File: config.mk
export PLATFORM = sky130hd
export DESIGN_NAME = ufc_flow_ctrl
export DESIGN_NICKNAME = d
export VERILOG_FILES = /design/src/shared/ufc_pkg.sv /design/src/rtl/ufc_flow_ctrl.sv
export VERILOG_INCLUDE_DIRS = /design/src /design/src/shared
export SDC_FILE = /design/constraint.sdc
export NUM_CORES = 1
export LEC_CHECK = 0
export BUFFER_PORTS_ARGS = -buffer_cell sky130_fd_sc_hd__clkbuf_2
export CAP_MARGIN = 20
export CORE_UTILIZATION = 40
export DETAILED_ROUTE_END_ITERATION = 8
export GPL_TIMING_DRIVEN = 1
export PLACE_DENSITY = 0.68
export SKIP_CTS_REPAIR_TIMING = 1
export SLEW_MARGIN = 30
export SYNTH_ARGS = -nofsm -noshare
export SYNTH_HDL_FRONTEND = slang
export SYNTH_SLANG_ARGS = --single-unit
File: constraint.sdc
create_clock -name clock -period 7.9 [get_ports clock]
set_clock_uncertainty 0.2 [all_clocks]
set_input_delay 0.395 -clock clock [delete_from_list [all_inputs] [get_ports clock]]
set_output_delay 0.395 -clock clock [all_outputs]
set_load 0.005 [all_outputs]
File: src/shared/ufc_defines.svh
/*
  register indices, field positions, reset values and timing counts for the
  in-band flow control, interrupt priority, time-out and baud generator block.
  assumes apb byte address = 4 * register index.
*/
// Function
// - with flow control on, compare one or two received characters to resume/suspend values.
// - on suspend match, stop transmitting after the current character completes.
// - suspend match sets its flag if enabled and may raise the interrupt.
// - while suspended, a resume match restarts transmission and clears the flag.
// - reset clears all four flow character registers to zero.
// - double mode needs two consecutive characters matching first then second value.
// - matched flow characters never enter the receive fifo, except the special character in special mode.
// - auto send transmits suspend characters when received count passes trigger.
// - after suspend was sent, send resume characters when count falls below trigger.
// - special mode matches second suspend character, stores it, sets special flag.
// - comparisons use only the word-length bits, bit 0 first received.
// - each interrupt source gated by its enable bit.
// - enabling the transmit-holding interrupt after reset raises it at once.
// - status shows only the highest pending source; pin flow lowest.
// - data-ready and time-out share one level and enable; data fires at trigger.
// - no time-out while the receive fifo is empty.
// - time-out counter restarts at each stop-bit middle and each holding read.
// - time-out is four character times including start, parity and stop length.
// - one generator divides the clock by a divisor 1 to 65535 to give the 16x tick.
// - bit rate is clock over 16 over divisor; sixteen ticks per bit.
// - divisor high byte gives bits 15..8, low byte bits 7..0.
// - flow character and feature registers reachable only when line format is bf.
// - divisor bytes replace data and mask registers while line format bit 7 set.
`ifndef UFC_DEFINES_SVH
`define UFC_DEFINES_SVH
`define UFC_IDX_DATA    3'h0
`define UFC_IDX_MASK    3'h1
`define UFC_IDX_SRC     3'h2
`define UFC_IDX_FMT     3'h3
`define UFC_IDX_RES1    3'h4
`define UFC_IDX_RES2    3'h5
`define UFC_IDX_SUS1    3'h6
`define UFC_IDX_SUS2    3'h7
`define UFC_FMT_DIVSEL  7
`define UFC_FMT_ENH     8'hbf
`define UFC_RST_BYTE    8'h00
`define UFC_MASK_RXD    0
`define UFC_MASK_THR    1
`define UFC_MASK_LINE   2
`define UFC_MASK_MSR    3
`define UFC_MASK_SUSP   5
`define UFC_FEAT_SPEC   5
`define UFC_SRC_NONE    6'h01
`define UFC_SRC_LINE    6'h06
`define UFC_SRC_RXD     6'h04
`define UFC_SRC_RXTO    6'h0c
`define UFC_SRC_THR     6'h02
`define UFC_SRC_MSR     6'h00
`define UFC_SRC_SUSP    6'h10
`define UFC_SRC_PIN     6'h20
`define UFC_TICKS_BIT   10'd16
`define UFC_TO_CHARS    10'd4
`endif

File: src/shared/ufc_pkg.sv
/*
  types for the flow control / interrupt / baud block.
  assumes nothing beyond a systemverilog tool.
*/
package ufc_pkg;
  typedef enum logic [1:0] {RX_IDLE = 2'b01, RX_HELD = 2'b10} ufc_rx_t;
  typedef enum logic [2:0] {SN_IDLE = 3'b001, SN_FIRST = 3'b010, SN_SECOND = 3'b100} ufc_send_t;
  typedef struct packed {
    logic [7:0]  fmt;
    logic [7:0]  mask;
    logic [7:0]  feat;
    logic [7:0]  res1;
    logic [7:0]  res2;
    logic [7:0]  sus1;
    logic [7:0]  sus2;
    logic [7:0]  divLow;
    logic [7:0]  divHigh;
    logic [15:0] baudCnt;
    logic        baudTick;
    logic [9:0]  toCnt;
    logic        toFlag;
    ufc_rx_t     rxSt;
    logic [7:0]  heldChar;
    logic        heldSus;
    logic        deferValid;
    logic [7:0]  deferChar;
    logic        txSuspended;
    logic        txStartOk;
    logic        susFlag;
    logic        specialFlag;
    ufc_send_t   sendSt;
    logic        sendSus;
    logic        sentSus;
    logic        thrPend;
    logic        prevThrEmpty;
    logic [31:0] prdata;
    logic        pready;
    logic        pslverr;
    logic        rxPush;
    logic [7:0]  rxPushData;
    logic        holdRead;
    logic        thrWrite;
    logic [7:0]  thrData;
    logic        injValid;
    logic [7:0]  injChar;
    logic        irq;
  } ufc_state_t;
endpackage

File: src/rtl/ufc_flow_ctrl.sv
/*
  flow control characters, interrupt priority, receive time-out and baud
  generator of one serial channel, with an apb register slave.
  assumes the channel's fifo, shifters and line logic sit outside and are
  synchronous to clock; received characters arrive at least two cycles apart.
*/
// Decided for this implementation: the address map and the APB interface to the registers.
`timescale 1ns/100ps
`default_nettype none
`include "ufc_defines.svh"
module ufc_flow_ctrl #(
  parameter int ADDR_W = 5
) (
  // clock and reset
  input  wire logic              clock,
  input  wire logic              rst,
  // apb slave
  input  wire logic              psel,
  input  wire logic              penable,
  input  wire logic              pwrite,
  input  wire logic [ADDR_W-1:0] paddr,
  input  wire logic [31:0]       pwdata,
  output logic      [31:0]       prdata,
  output logic                   pready,
  output logic                   pslverr,
  // receive side of the channel
  input  wire logic              rxCharValid,
  input  wire logic [7:0]        rxChar,
  input  wire logic              rxStopMid,
  input  wire logic [5:0]        rxFifoCount,
  input  wire logic [7:0]        rxFifoData,
  input  wire logic [5:0]        rxTrigLevel,
  input  wire logic              fifoEnabled,
  output logic                   rxPush,
  output logic      [7:0]        rxPushData,
  output logic                   holdRead,
  // transmit side of the channel
  input  wire logic              thrEmpty,
  input  wire logic              injTaken,
  output logic                   thrWrite,
  output logic      [7:0]        thrData,
  output logic                   txStartOk,
  output logic                   injValid,
  output logic      [7:0]        injChar,
  // other interrupt sources
  input  wire logic              lineStatusErr,
  input  wire logic              modemStatusChg,
  input  wire logic              pinFlowEvent,
  // results
  output logic                   baudTick,
  output logic                   irq
);
  ufc_pkg::ufc_state_t s;
  ufc_pkg::ufc_state_t n;

  logic       setup;
  logic       acc;
  logic       enh;
  logic       dlab;
  logic [2:0] idx;
  logic       mapped;
  logic [5:0] srcCode;
  logic [7:0] rdVal;
  logic       cmpOn;
  logic       cmpDbl;
  logic [7:0] offC;
  logic [7:0] onC;
  logic       autoOn;
  logic       autoDbl;
  logic [9:0] toLimit;
  logic       srcRead;
  logic       divWr;

  function automatic logic chEq(input logic [7:0] a, input logic [7:0] b,
                                input logic [1:0] wl);
    logic [7:0] m;
    m = 8'hff >> (3'h3 - {1'b0, wl});
    return ((a ^ b) & m) == 8'h00;
  endfunction

  function automatic logic [9:0] charTicks(input logic [7:0] f);
    logic [9:0] bits;
    logic [9:0] stop;
    bits = 10'd6 + {8'h00, f[1:0]} + {9'h000, f[3]};
    if (!f[2])
      stop = `UFC_TICKS_BIT;
    else if (f[1:0] == 2'b00)
      stop = 10'd24;
    else
      stop = 10'd32;
    return bits * `UFC_TICKS_BIT + stop;
  endfunction

  always_comb begin
    enh = s.fmt == `UFC_FMT_ENH;
    dlab = s.fmt[`UFC_FMT_DIVSEL];
    idx = paddr[4:2];
    setup = psel && !penable;
    acc = psel && penable && s.pready;
    // register map: format byte bf opens the flow set, divisor bit opens divisor bytes
    case (idx)
      `UFC_IDX_DATA, `UFC_IDX_MASK, `UFC_IDX_FMT: mapped = 1'b1;
      `UFC_IDX_SRC: mapped = enh || !pwrite;
      default: mapped = enh;
    endcase
    mapped = mapped && (paddr[1:0] == 2'b00);
    // single highest source; pin flow events only when nothing else pends
    if (s.mask[`UFC_MASK_LINE] && lineStatusErr)
      srcCode = `UFC_SRC_LINE;
    else if (s.mask[`UFC_MASK_RXD] && rxFifoCount != 6'h00 && rxFifoCount >= rxTrigLevel)
      srcCode = `UFC_SRC_RXD;
    else if (s.mask[`UFC_MASK_RXD] && s.toFlag)
      srcCode = `UFC_SRC_RXTO;
    else if (s.mask[`UFC_MASK_THR] && s.thrPend)
      srcCode = `UFC_SRC_THR;
    else if (s.mask[`UFC_MASK_MSR] && modemStatusChg)
      srcCode = `UFC_SRC_MSR;
    else if (s.mask[`UFC_MASK_SUSP] && (s.susFlag || s.specialFlag))
      srcCode = `UFC_SRC_SUSP;
    else if ((s.mask[7] || s.mask[6]) && pinFlowEvent)
      srcCode = `UFC_SRC_PIN;
    else
      srcCode = `UFC_SRC_NONE;
    case (idx)
      `UFC_IDX_DATA: rdVal = dlab ? s.divLow : rxFifoData;
      `UFC_IDX_MASK: rdVal = dlab ? s.divHigh : s.mask;
      `UFC_IDX_SRC: rdVal = enh ? s.feat : {fifoEnabled, fifoEnabled, srcCode};
      `UFC_IDX_FMT: rdVal = s.fmt;
      `UFC_IDX_RES1: rdVal = s.res1;
      `UFC_IDX_RES2: rdVal = s.res2;
      `UFC_IDX_SUS1: rdVal = s.sus1;
      default: rdVal = s.sus2;
    endcase
    cmpOn = s.feat[1:0] != 2'b00 && !s.feat[`UFC_FEAT_SPEC];
    cmpDbl = s.feat[1:0] == 2'b11;
    offC = s.feat[0] ? s.sus1 : s.sus2;
    onC = s.feat[0] ? s.res1 : s.res2;
    autoOn = s.feat[3:2] != 2'b00;
    autoDbl = s.feat[3:2] == 2'b11;
    toLimit = `UFC_TO_CHARS * charTicks(s.fmt);

    n = s;
    n.pready = 1'b0;
    n.pslverr = 1'b0;
    n.rxPush = 1'b0;
    n.holdRead = 1'b0;
    n.thrWrite = 1'b0;
    n.baudTick = 1'b0;
    srcRead = 1'b0;
    divWr = 1'b0;

    // apb: answer in the first access cycle, effects only at that edge
    if (setup) begin
      n.pready = 1'b1;
      n.pslverr = !mapped;
      n.prdata = mapped ? {24'h000000, rdVal} : 32'h00000000;
    end
    if (acc && mapped && pwrite) begin
      case (idx)
        `UFC_IDX_DATA: begin
          if (dlab) begin
            n.divLow = pwdata[7:0];
            divWr = 1'b1;
          end else begin
            n.thrWrite = 1'b1;
            n.thrData = pwdata[7:0];
            n.thrPend = 1'b0;
          end
        end
        `UFC_IDX_MASK: begin
          if (dlab) begin
            n.divHigh = pwdata[7:0];
            divWr = 1'b1;
          end else begin
            n.mask = pwdata[7:0];
          end
        end
        `UFC_IDX_SRC: n.feat = pwdata[7:0];
        `UFC_IDX_FMT: n.fmt = pwdata[7:0];
        `UFC_IDX_RES1: n.res1 = pwdata[7:0];
        `UFC_IDX_RES2: n.res2 = pwdata[7:0];
        `UFC_IDX_SUS1: n.sus1 = pwdata[7:0];
        default: n.sus2 = pwdata[7:0];
      endcase
    end
    if (acc && mapped && !pwrite) begin
      if (idx == `UFC_IDX_DATA && !dlab)
        n.holdRead = 1'b1;
      if (idx == `UFC_IDX_SRC && !enh)
        srcRead = 1'b1;
    end
    if (srcRead) begin
      n.specialFlag = 1'b0;
      if (srcCode == `UFC_SRC_THR)
        n.thrPend = 1'b0;
    end
    // holding-empty event, or enable raised while already empty; set beats clear
    n.prevThrEmpty = thrEmpty;
    if ((thrEmpty && !s.prevThrEmpty) ||
        (thrEmpty && n.mask[`UFC_MASK_THR] && !s.mask[`UFC_MASK_THR]))
      n.thrPend = 1'b1;

    // baud generator: down-counter reloaded from the divisor, zero divisor stops it
    if (divWr) begin
      n.baudCnt = {n.divHigh, n.divLow};
    end else if ({s.divHigh, s.divLow} != 16'h0000) begin
      if (s.baudCnt <= 16'h0001) begin
        n.baudCnt = {s.divHigh, s.divLow};
        n.baudTick = 1'b1;
      end else begin
        n.baudCnt = s.baudCnt - 16'h0001;
      end
    end

    // receive time-out counts 16x ticks
    if (rxStopMid || n.holdRead) begin
      n.toCnt = 10'h000;
      n.toFlag = 1'b0;
    end else if (rxFifoCount == 6'h00) begin
      n.toCnt = 10'h000;
      n.toFlag = 1'b0;
    end else if (s.baudTick && !s.toFlag) begin
      if (s.toCnt >= toLimit - 10'h001)
        n.toFlag = 1'b1;
      else
        n.toCnt = s.toCnt + 10'h001;
    end

    // the character that broke a held pair goes out a cycle after the held first one
    if (s.deferValid) begin
      n.rxPush = 1'b1;
      n.rxPushData = s.deferChar;
      n.deferValid = 1'b0;
    end
    if (rxCharValid) begin
      if (s.feat[`UFC_FEAT_SPEC]) begin
        // special mode keeps the character and only flags it
        n.rxPush = 1'b1;
        n.rxPushData = rxChar;
        if (chEq(rxChar, s.sus2, s.fmt[1:0]))
          n.specialFlag = 1'b1;
      end else if (cmpOn && !cmpDbl) begin
        if (chEq(rxChar, offC, s.fmt[1:0])) begin
          n.txSuspended = 1'b1;
          if (s.mask[`UFC_MASK_SUSP])
            n.susFlag = 1'b1;
        end else if (chEq(rxChar, onC, s.fmt[1:0])) begin
          n.txSuspended = 1'b0;
          n.susFlag = 1'b0;
        end else begin
          n.rxPush = 1'b1;
          n.rxPushData = rxChar;
        end
      end else if (cmpOn) begin
        case (s.rxSt)
          ufc_pkg::RX_IDLE: begin
            if (chEq(rxChar, s.sus1, s.fmt[1:0])) begin
              n.rxSt = ufc_pkg::RX_HELD;
              n.heldSus = 1'b1;
              n.heldChar = rxChar;
            end else if (chEq(rxChar, s.res1, s.fmt[1:0])) begin
              n.rxSt = ufc_pkg::RX_HELD;
              n.heldSus = 1'b0;
              n.heldChar = rxChar;
            end else begin
              n.rxPush = 1'b1;
              n.rxPushData = rxChar;
            end
          end
          ufc_pkg::RX_HELD: begin
            n.rxSt = ufc_pkg::RX_IDLE;
            if (s.heldSus && chEq(rxChar, s.sus2, s.fmt[1:0])) begin
              n.txSuspended = 1'b1;
              if (s.mask[`UFC_MASK_SUSP])
                n.susFlag = 1'b1;
            end else if (!s.heldSus && chEq(rxChar, s.res2, s.fmt[1:0])) begin
              n.txSuspended = 1'b0;
              n.susFlag = 1'b0;
            end else begin
              n.rxPush = 1'b1;
              n.rxPushData = s.heldChar;
              n.deferValid = 1'b1;
              n.deferChar = rxChar;
            end
          end
          default: n.rxSt = ufc_pkg::RX_IDLE;
        endcase
      end else begin
        n.rxPush = 1'b1;
        n.rxPushData = rxChar;
      end
    end
    if (!cmpOn || !cmpDbl)
      n.rxSt = ufc_pkg::RX_IDLE;
    // the shifter only starts a character while this is high, so a
    // character already in flight always completes
    n.txStartOk = !n.txSuspended;

    // automatic sending of suspend / resume around the trigger level
    case (s.sendSt)
      ufc_pkg::SN_IDLE: begin
        if (autoOn && !s.sentSus && rxFifoCount > rxTrigLevel) begin
          n.sendSt = ufc_pkg::SN_FIRST;
          n.sendSus = 1'b1;
          n.sentSus = 1'b1;
          n.injValid = 1'b1;
          n.injChar = (autoDbl || s.feat[2]) ? s.sus1 : s.sus2;
        end else if (autoOn && s.sentSus && rxFifoCount < rxTrigLevel) begin
          n.sendSt = ufc_pkg::SN_FIRST;
          n.sendSus = 1'b0;
          n.sentSus = 1'b0;
          n.injValid = 1'b1;
          n.injChar = (autoDbl || s.feat[2]) ? s.res1 : s.res2;
        end else if (!autoOn) begin
          n.sentSus = 1'b0;
        end
      end
      ufc_pkg::SN_FIRST: begin
        if (injTaken) begin
          if (autoDbl) begin
            n.sendSt = ufc_pkg::SN_SECOND;
            n.injChar = s.sendSus ? s.sus2 : s.res2;
          end else begin
            n.sendSt = ufc_pkg::SN_IDLE;
            n.injValid = 1'b0;
          end
        end
      end
      ufc_pkg::SN_SECOND: begin
        if (injTaken) begin
          n.sendSt = ufc_pkg::SN_IDLE;
          n.injValid = 1'b0;
        end
      end
      default: begin
        n.sendSt = ufc_pkg::SN_IDLE;
        n.injValid = 1'b0;
      end
    endcase

    n.irq = srcCode != `UFC_SRC_NONE;
  end

  always_ff @(posedge clock) begin
    if (rst) begin
      s <= '0;
      s.rxSt <= ufc_pkg::RX_IDLE;
      s.sendSt <= ufc_pkg::SN_IDLE;
      s.txStartOk <= 1'b1;
    end else begin
      s <= n;
    end
  end

  assign prdata = s.prdata;
  assign pready = s.pready;
  assign pslverr = s.pslverr;
  assign rxPush = s.rxPush;
  assign rxPushData = s.rxPushData;
  assign holdRead = s.holdRead;
  assign thrWrite = s.thrWrite;
  assign thrData = s.thrData;
  assign txStartOk = s.txStartOk;
  assign injValid = s.injValid;
  assign injChar = s.injChar;
  assign baudTick = s.baudTick;
  assign irq = s.irq;

  chk_reset_chars: assert property (@(posedge clock) rst |=>
    s.res1 == 8'h00 && s.res2 == 8'h00 && s.sus1 == 8'h00 && s.sus2 == 8'h00)
    else $error("flow chars not cleared by reset");
  chk_tick_spacing: assert property (@(posedge clock) disable iff (rst)
    (s.baudTick && {s.divHigh, s.divLow} == 16'h0002 && !psel)
    |=> !s.baudTick ##1 s.baudTick)
    else $error("baud tick spacing wrong");
  chk_to_empty: assert property (@(posedge clock) disable iff (rst)
    (rxFifoCount == 6'h00) |=> !s.toFlag)
    else $error("time-out with empty fifo");
  chk_flow_drop: assert property (@(posedge clock) disable iff (rst)
    (rxCharValid && cmpOn && !cmpDbl && !s.deferValid && chEq(rxChar, offC, s.fmt[1:0]))
    |=> !s.rxPush && !s.txStartOk)
    else $error("suspend char stored or tx not halted");
  chk_special_keep: assert property (@(posedge clock) disable iff (rst)
    (rxCharValid && s.feat[`UFC_FEAT_SPEC] && chEq(rxChar, s.sus2, s.fmt[1:0]))
    |=> s.rxPush && s.specialFlag)
    else $error("special char not stored or flagged");
  chk_irq_masked: assert property (@(posedge clock) disable iff (rst)
    (s.mask == 8'h00 && $past(s.mask) == 8'h00) |-> !s.irq)
    else $error("interrupt with all sources disabled");
  chk_divisor_map: assert property (@(posedge clock) disable iff (rst)
    (acc && pwrite && idx == `UFC_IDX_DATA && dlab && paddr[1:0] == 2'b00)
    |=> s.divLow == $past(pwdata[7:0]) && !s.thrWrite)
    else $error("divisor low byte not written");
  chk_thr_raise: assert property (@(posedge clock) disable iff (rst)
    (s.thrPend && s.mask[`UFC_MASK_THR]) |=> s.irq)
    else $error("holding-empty interrupt not raised");
endmodule
`default_nettype wire

==> metrics, run 1 <==
status=complete, but fails checks; violated checks=DRC, hold timing; post-route clock period utilization=about 54%; Hold Path Cell Cnt=2; Power Dens Cells=168.8 mW/mm^2; leading post-synthesis cells by cell area=dfxtp_1 (33%), mux2i_1 (7.3%), nand2_1 (5.4%); r2r worst-path depth=15; Final Slew Violations=0; most used cell along the critical path=nor2_1; crit-path leading delay family=adder cells; FF+latch count, synth=170; Post-Syn Area per Cell=between 8 and 9 sq um; slowest CP cell=dfxtp_1; synthesized cell area=around 0.010 sq mm; layout cells sized above 1=a little over an eighth; CP required=8.06 ns; Peak VDD IR=about 0.11 mV; drt wl/cell=18.48 um; Crit path depth=15; CP Cell Sequence=inv_1 -> ha_1 -> fa_1 -> nand2_1 -> nor2_1 -> xor2_1 -> nand2_1 -> o21ai_0 -> ha_1 -> nor2_1 -> nor2_1 -> a21oi_2 -> nand4_1 -> or3_1 -> a21oi_1; met3 Use GR=under 10%; worst setup path class=flop to flop; fraction of registers with async set or reset after synthesis=0%; fillers=roughly 2500; initial drt markers=946; Row Count=58; static leakage=approximately 4.3 nW; GRT met2 Usage=about 34%; most used flip-flop cell after synthesis=dfxtp_1; critical-path maximum fanout=14; placed cells=between 1500 and 2000; initial antenna violation count=0; H-tree Lvls=4; Placer Congestion=0.9602; Total Die Area=0.02621 sq mm; vias in the first global route=8461; main combinational cell family by area after synthesis=compound AO/OA/AOI/OAI gates; vias per cell=between 5 and 6; core footprint=about 0.025 sq mm; global-route wire length before repair=roughly 46000 um; pin count of the biggest net entering global routing=between 70 and 80; Netlist cell types=73; Worst Setup Start Kind=flop; synth cell count leaders=dfxtp_1 (170), nand2_1 (147), nor2_1 (138), a21oi_1 (98), mux2i_1 (75); worst path bufs/invs=1; maximum clock path buffer count=2; Synth Area in Adders=2.863%; Starting Density=roughly 41%; Design Area, Final=about 0.011 sq mm; most frequent cell after synthesis=dfxtp_1; TritonCTS clock tree=built; post-synthesis sequential area ratio=around a third; Synth Area in Compound Gates=about a fifth; area share of the largest cell type after synthesis=33.28%; Tightest Pin Transition=between 0.8 and 0.9 ns; total area of sequential cells=roughly 0.0034 sq mm; CTS clk-pin slew, worst paths=about 0.07 ns; Total GRT Usage=between 20% and 30%; Critical Path Sink Type=flop; Port-buffer cells=between 90 and 100; met1 GRT Util=roughly a third; Power Total=between 1.5 and 2 mW; Hold Crit Class=primary input to flop; f_max=0.2354 GHz; TNS Setup=0 ns; nets=1372; CP peak stage delay=between 0.6 and 0.7 ns; Period minus WS final=roughly 4.2 ns; drt pass-1 iters=9; Synth Area in XOR/XNOR=around 3.9%; max_slew headroom=a little over two fifths; RSZ-0062 raised after global routing=no; placed cell area=roughly 0.011 sq mm; Post-Route WL=just under 30000 um; Area Overhead vs Synth=8.514%; Final Hold Vio Count=1; Clock Sinks=170; Max-Cap Viols=0; multiplexer area fraction after synthesis=11.19%; Syn Inst Count=between 1000 and 1500; synthesis warning total=0; final std cells w/o fill=1614; layer with the highest usage=met2; DR vias=around 9500; Min Hold Slack=-0.003716 ns; DRC viols=1; clock latency on the worst-skew pair=between 0.4 and 0.5 ns; crit path DAT=about 4.4 ns; Root Buffer=clkbuf_16; Die Y=roughly 160 um; remaining global-route overflow=0; DPL Wire Length=approximately 21000 um; number of synthesized flops with an enable pin=0; total CTS buffers=17; Chip Width=161.9 um; Synth Area in Simple Gates=roughly 20%; largest area contributor in the netlist=dfxtp_1; Post-DRT Antenna Nets=0; Final setup viols=0; Multi-input gate area=0.006041 sq mm; I/O pin cnt=approximately 140; ANT cells=0
[worst reg2reg max path, delay by kind of cell (launching register included)]
family | cells | cell delay [ns]
fa+ha+maj | 3 | 1.27
flops | 1 | 0.68
xor+xnor | 1 | 0.15
simple gates | 7 | 1.03
compound gates | 3 | 0.60
buf+inv | 1 | 0.23
[cell type report]
class,count,area share (%)
multi-input combinational,949,54.43
sequential,170,30.67
timing repair buffer,100,4.667
clock buffer,18,3.957
tap,330,3.720
clock inverter,13,1.409
inverter,34,1.150
[kinds of logic after synthesis]
| group | after synthesis |
|---|---|
| AO/OA/AOI/OAI | 315 |
| XOR/XNOR | 45 |
| flip-flops | 170 |
| other | 1 |
| adder cells (fa/ha/maj) | 23 |
| multiplexers | 100 |
| AND/OR/NAND/NOR | 442 |
| buffers and inverters | 173 |
[path summary, 6_finish.rpt]
check	start	to	slack [ns]
worst min-delay path	thrEmpty	s[63]	-0.004
worst max register to register	s[187]	s[104]	3.65
worst max-delay path	s[187]	s[104]	3.65
worst min register to register	injChar[1]	injChar[1]	0.24
[report_power, final]
part           switching (mW)  internal (mW)
sequential            0.00388          0.862
clock                   0.378          0.483
combinational          0.0987         0.0485
total                   0.480           1.39
[state kept, by name, indices dropped and copies added (netlist names)]
register / count
baudTick: 1
dlab: 1
holdRead: 1
injChar: 8
injValid: 1
irq: 1
prdata: 8
pready: 1
pslverr: 1
rxPush: 1
rxPushData: 8
s: 128
thrData: 8
thrWrite: 1
txStartOk: 1
[layer usage]
layer / vias up / wire [um]
met3: 55 / 2434
li1: 4452 / -
met2: 413 / 13220
met5: - / 0
met4: 0 / 690
met1: 4593 / 13490
[layout by cell type (no fill, tap or decap), types with 14 or more instances in the layout]
| master | instances |
|---|---|
| ha_1 | 21 |
| mux2i_1 | 75 |
| nand2_1 | 147 |
| nor3_1 | 22 |
| nand2b_1 | 20 |
| a22oi_1 | 14 |
| xor2_1 | 21 |
| inv_1 | 34 |
| a21oi_1 | 98 |
| a31oi_1 | 15 |
| clkbuf_16 | 17 |
| mux2_2 | 14 |
| clkbuf_2 | 93 |
| xnor2_1 | 24 |
| dfxtp_1 | 170 |
| nand3_1 | 37 |
| conb_1 | 24 |
| o21ai_0 | 62 |
| nor2_1 | 138 |
[through the flow]
step                      utilization (%)  setup slack (ns)
after global routing                44.20             3.367
after global placement              41.78             3.718
final                               44.20             3.651
after CTS                           44.19             3.660
after floorplan                         -             4.213
after detailed placement            41.82             3.675
Power figures use the tool's default switching activity.
==> inputs of run 2 (changes only) <==
PLACE_DENSITY = 0.7   (was 0.68)
clock period = 3.8 ns   (was 7.9 ns; I/O delays follow)
==> metrics, run 2 (synthesized netlist as in run 1, its figures left out) <==
Area Overhead vs Synth=10.18%; violated checks=hold timing; layer with the highest usage=met2; Multi-input gate area=between 0.006 and 0.007 sq mm; met3 Use GR=3.626%; commonest non-fill, non-tap cell in the layout=dfxtp_1; Total Die Area=between 0.02 and 0.03 sq mm; Reg with most FFs=s; Hold Crit Class=primary input to flop; ANT cells=0; Row Count=58; initial antenna violation count=0; met1 GRT Util=about 33%; Period minus WS final=between 3 and 4 ns; H-tree Lvls=4; status=complete, but fails checks; placed cells=roughly 1600; global-route wire length before repair=~48000 um; critical-path maximum fanout=4; remaining global-route overflow=0; I/O pin cnt=roughly 140; flop2flop setup slack=between 0.2 and 0.3 ns; maximum clock path buffer count=2; pin count of the biggest net entering global routing=95; Clock Sinks=170; Max-Cap Viols=0; Total GRT Usage=between 20% and 30%; CP peak stage delay=between 0.6 and 0.7 ns; TNS Setup=0 ns; Chip Width=around 160 um; CP required=3.96 ns; total CTS buffers=17; clock latency on the worst-skew pair=0.44 ns; Port-buffer cells=94; DR vias=about 9500; GRT met2 Usage=a little over a third; TritonCTS clock tree=built; RSZ-0062 raised after global routing=no; crit path from=s[189]; Root Buffer=clkbuf_16; max_slew headroom=around 46%; f_max=0.2819 GHz; vias per cell=slightly below 6; Final Hold Vio Count=2; Starting Density=approximately two fifths; crit path DAT=approximately 3.7 ns; Min Hold Slack=-0.002402 ns; post-route clock period utilization=roughly 93%; Die Y=around 160 um; Tightest Pin Transition=between 0.7 and 0.8 ns; Final setup viols=0; vias in the first global route=between 8000 and 9000; final std cells w/o fill=between 1500 and 2000; CTS clk-pin slew, worst paths=~0.070 ns; nets=between 1000 and 1500; worst reg2reg path endpoint=s[104]; Worst Setup Start Kind=flop; drt pass-1 iters=7; Peak VDD IR=about 0.28 mV; worst r2r src=s[189]; fillers=between 2000 and 3000; Final Slew Violations=0; total area of sequential cells=0.003403 sq mm; Worst setup endpoint=s[104]; Post-Route WL=30480 um; Placer Congestion=approximately 0.97; Post-DRT Antenna Nets=0; layout cells sized above 1=approximately 14%; initial drt markers=roughly 1100; static leakage=~4.4 nW; max reg flops=128; Power Dens Cells=349.8 mW/mm^2; slowest CP cell=fa_1; r2r worst-path depth=16; drt wl/cell=roughly 19 um; CP Cell Sequence=ha_1 -> inv_1 -> ha_1 -> fa_1 -> nand2_1 -> nor2_1 -> xor2_1 -> nand2_1 -> o21ai_0 -> ha_1 -> nor2_1 -> nor2_1 -> a21oi_2 -> nand4_1 -> or3_1 -> a21oi_1; DPL Wire Length=21470 um; worst setup path class=flop to flop; Critical Path Sink Type=flop; core footprint=roughly 0.025 sq mm; DRC viols=0; most frequent cells in the layout=dfxtp_1 (170), nand2_1 (147), nor2_1 (138), a21oi_1 (98), clkbuf_2 (93)
[run 2: changes by cell type in the layout (fill, tap and decap cells not counted), moves of 2 or more]
cell,before,now
buf_4,7,20
clkinv_2,1,3
inv_6,5,3
dlygate4sd3_1,0,6
clkbuf_1,0,2
[run 2: worst min-delay path by stage]
stage / start / endpoint / slack [ns] / cells past startpoint
2_1_floorplan: thrEmpty / s[63] / 0.12 / 1
3_5_place_dp: injChar[0] / injChar[0] / 0.23 / 2
3_3_place_gp: thrEmpty / s[63] / 0.22 / 2
5_1_grt: pwdata[7] / s[169] / 0.01 / 3
6_report: pwdata[7] / s[169] / -0.002 / 3
4_1_cts: thrEmpty / s[63] / -0.21 / 2
[run 2: critical path: cells and delay by family (launching register included)]
kind,cells,cell delay (ns)
buf+inv,1,0.04
simple gates,7,0.98
flops,1,0.38
fa+ha+maj,4,1.34
compound gates,3,0.38
xor+xnor,1,0.15
[run 2: cell type report]
class	instances	area share, %
clock buffer	19	3.842
clock inverter	13	1.477
inverter	34	1.133
multi-input combinational	949	53.51
sequential	170	30.20
tap	330	3.664
timing repair buffer	120	6.174
[run 2: layer usage]
metal / vias up / routed length (um)
met5: - / 0
met4: 0 / 1000
met3: 67 / 2338
met2: 447 / 13290
met1: 4495 / 13850
li1: 4499 / -
[run 2: through the flow]
step	hold WS, ns	setup slack [ns]	area (sq um)	util [%]	power [mW]
6_report	-0.002402	0.2527	11270	44.88	3.941
5_1_grt	0.01330	0.01464	11270	44.88	4.061
4_1_cts	-0.2087	0.2455	11210	44.64	3.950
3_5_place_dp	0.2346	0.2737	10610	42.25	2.144
3_3_place_gp	0.2228	0.3321	10610	42.25	2.140
2_1_floorplan	0.1182	0.1126	10310	-	2.067
[run 2: power breakdown]
part / switching (mW) / internal [mW]
logic: 0.207 / 0.107
registers: 0.00796 / 1.79
clock network: 0.783 / 1.04
total: 0.998 / 2.94
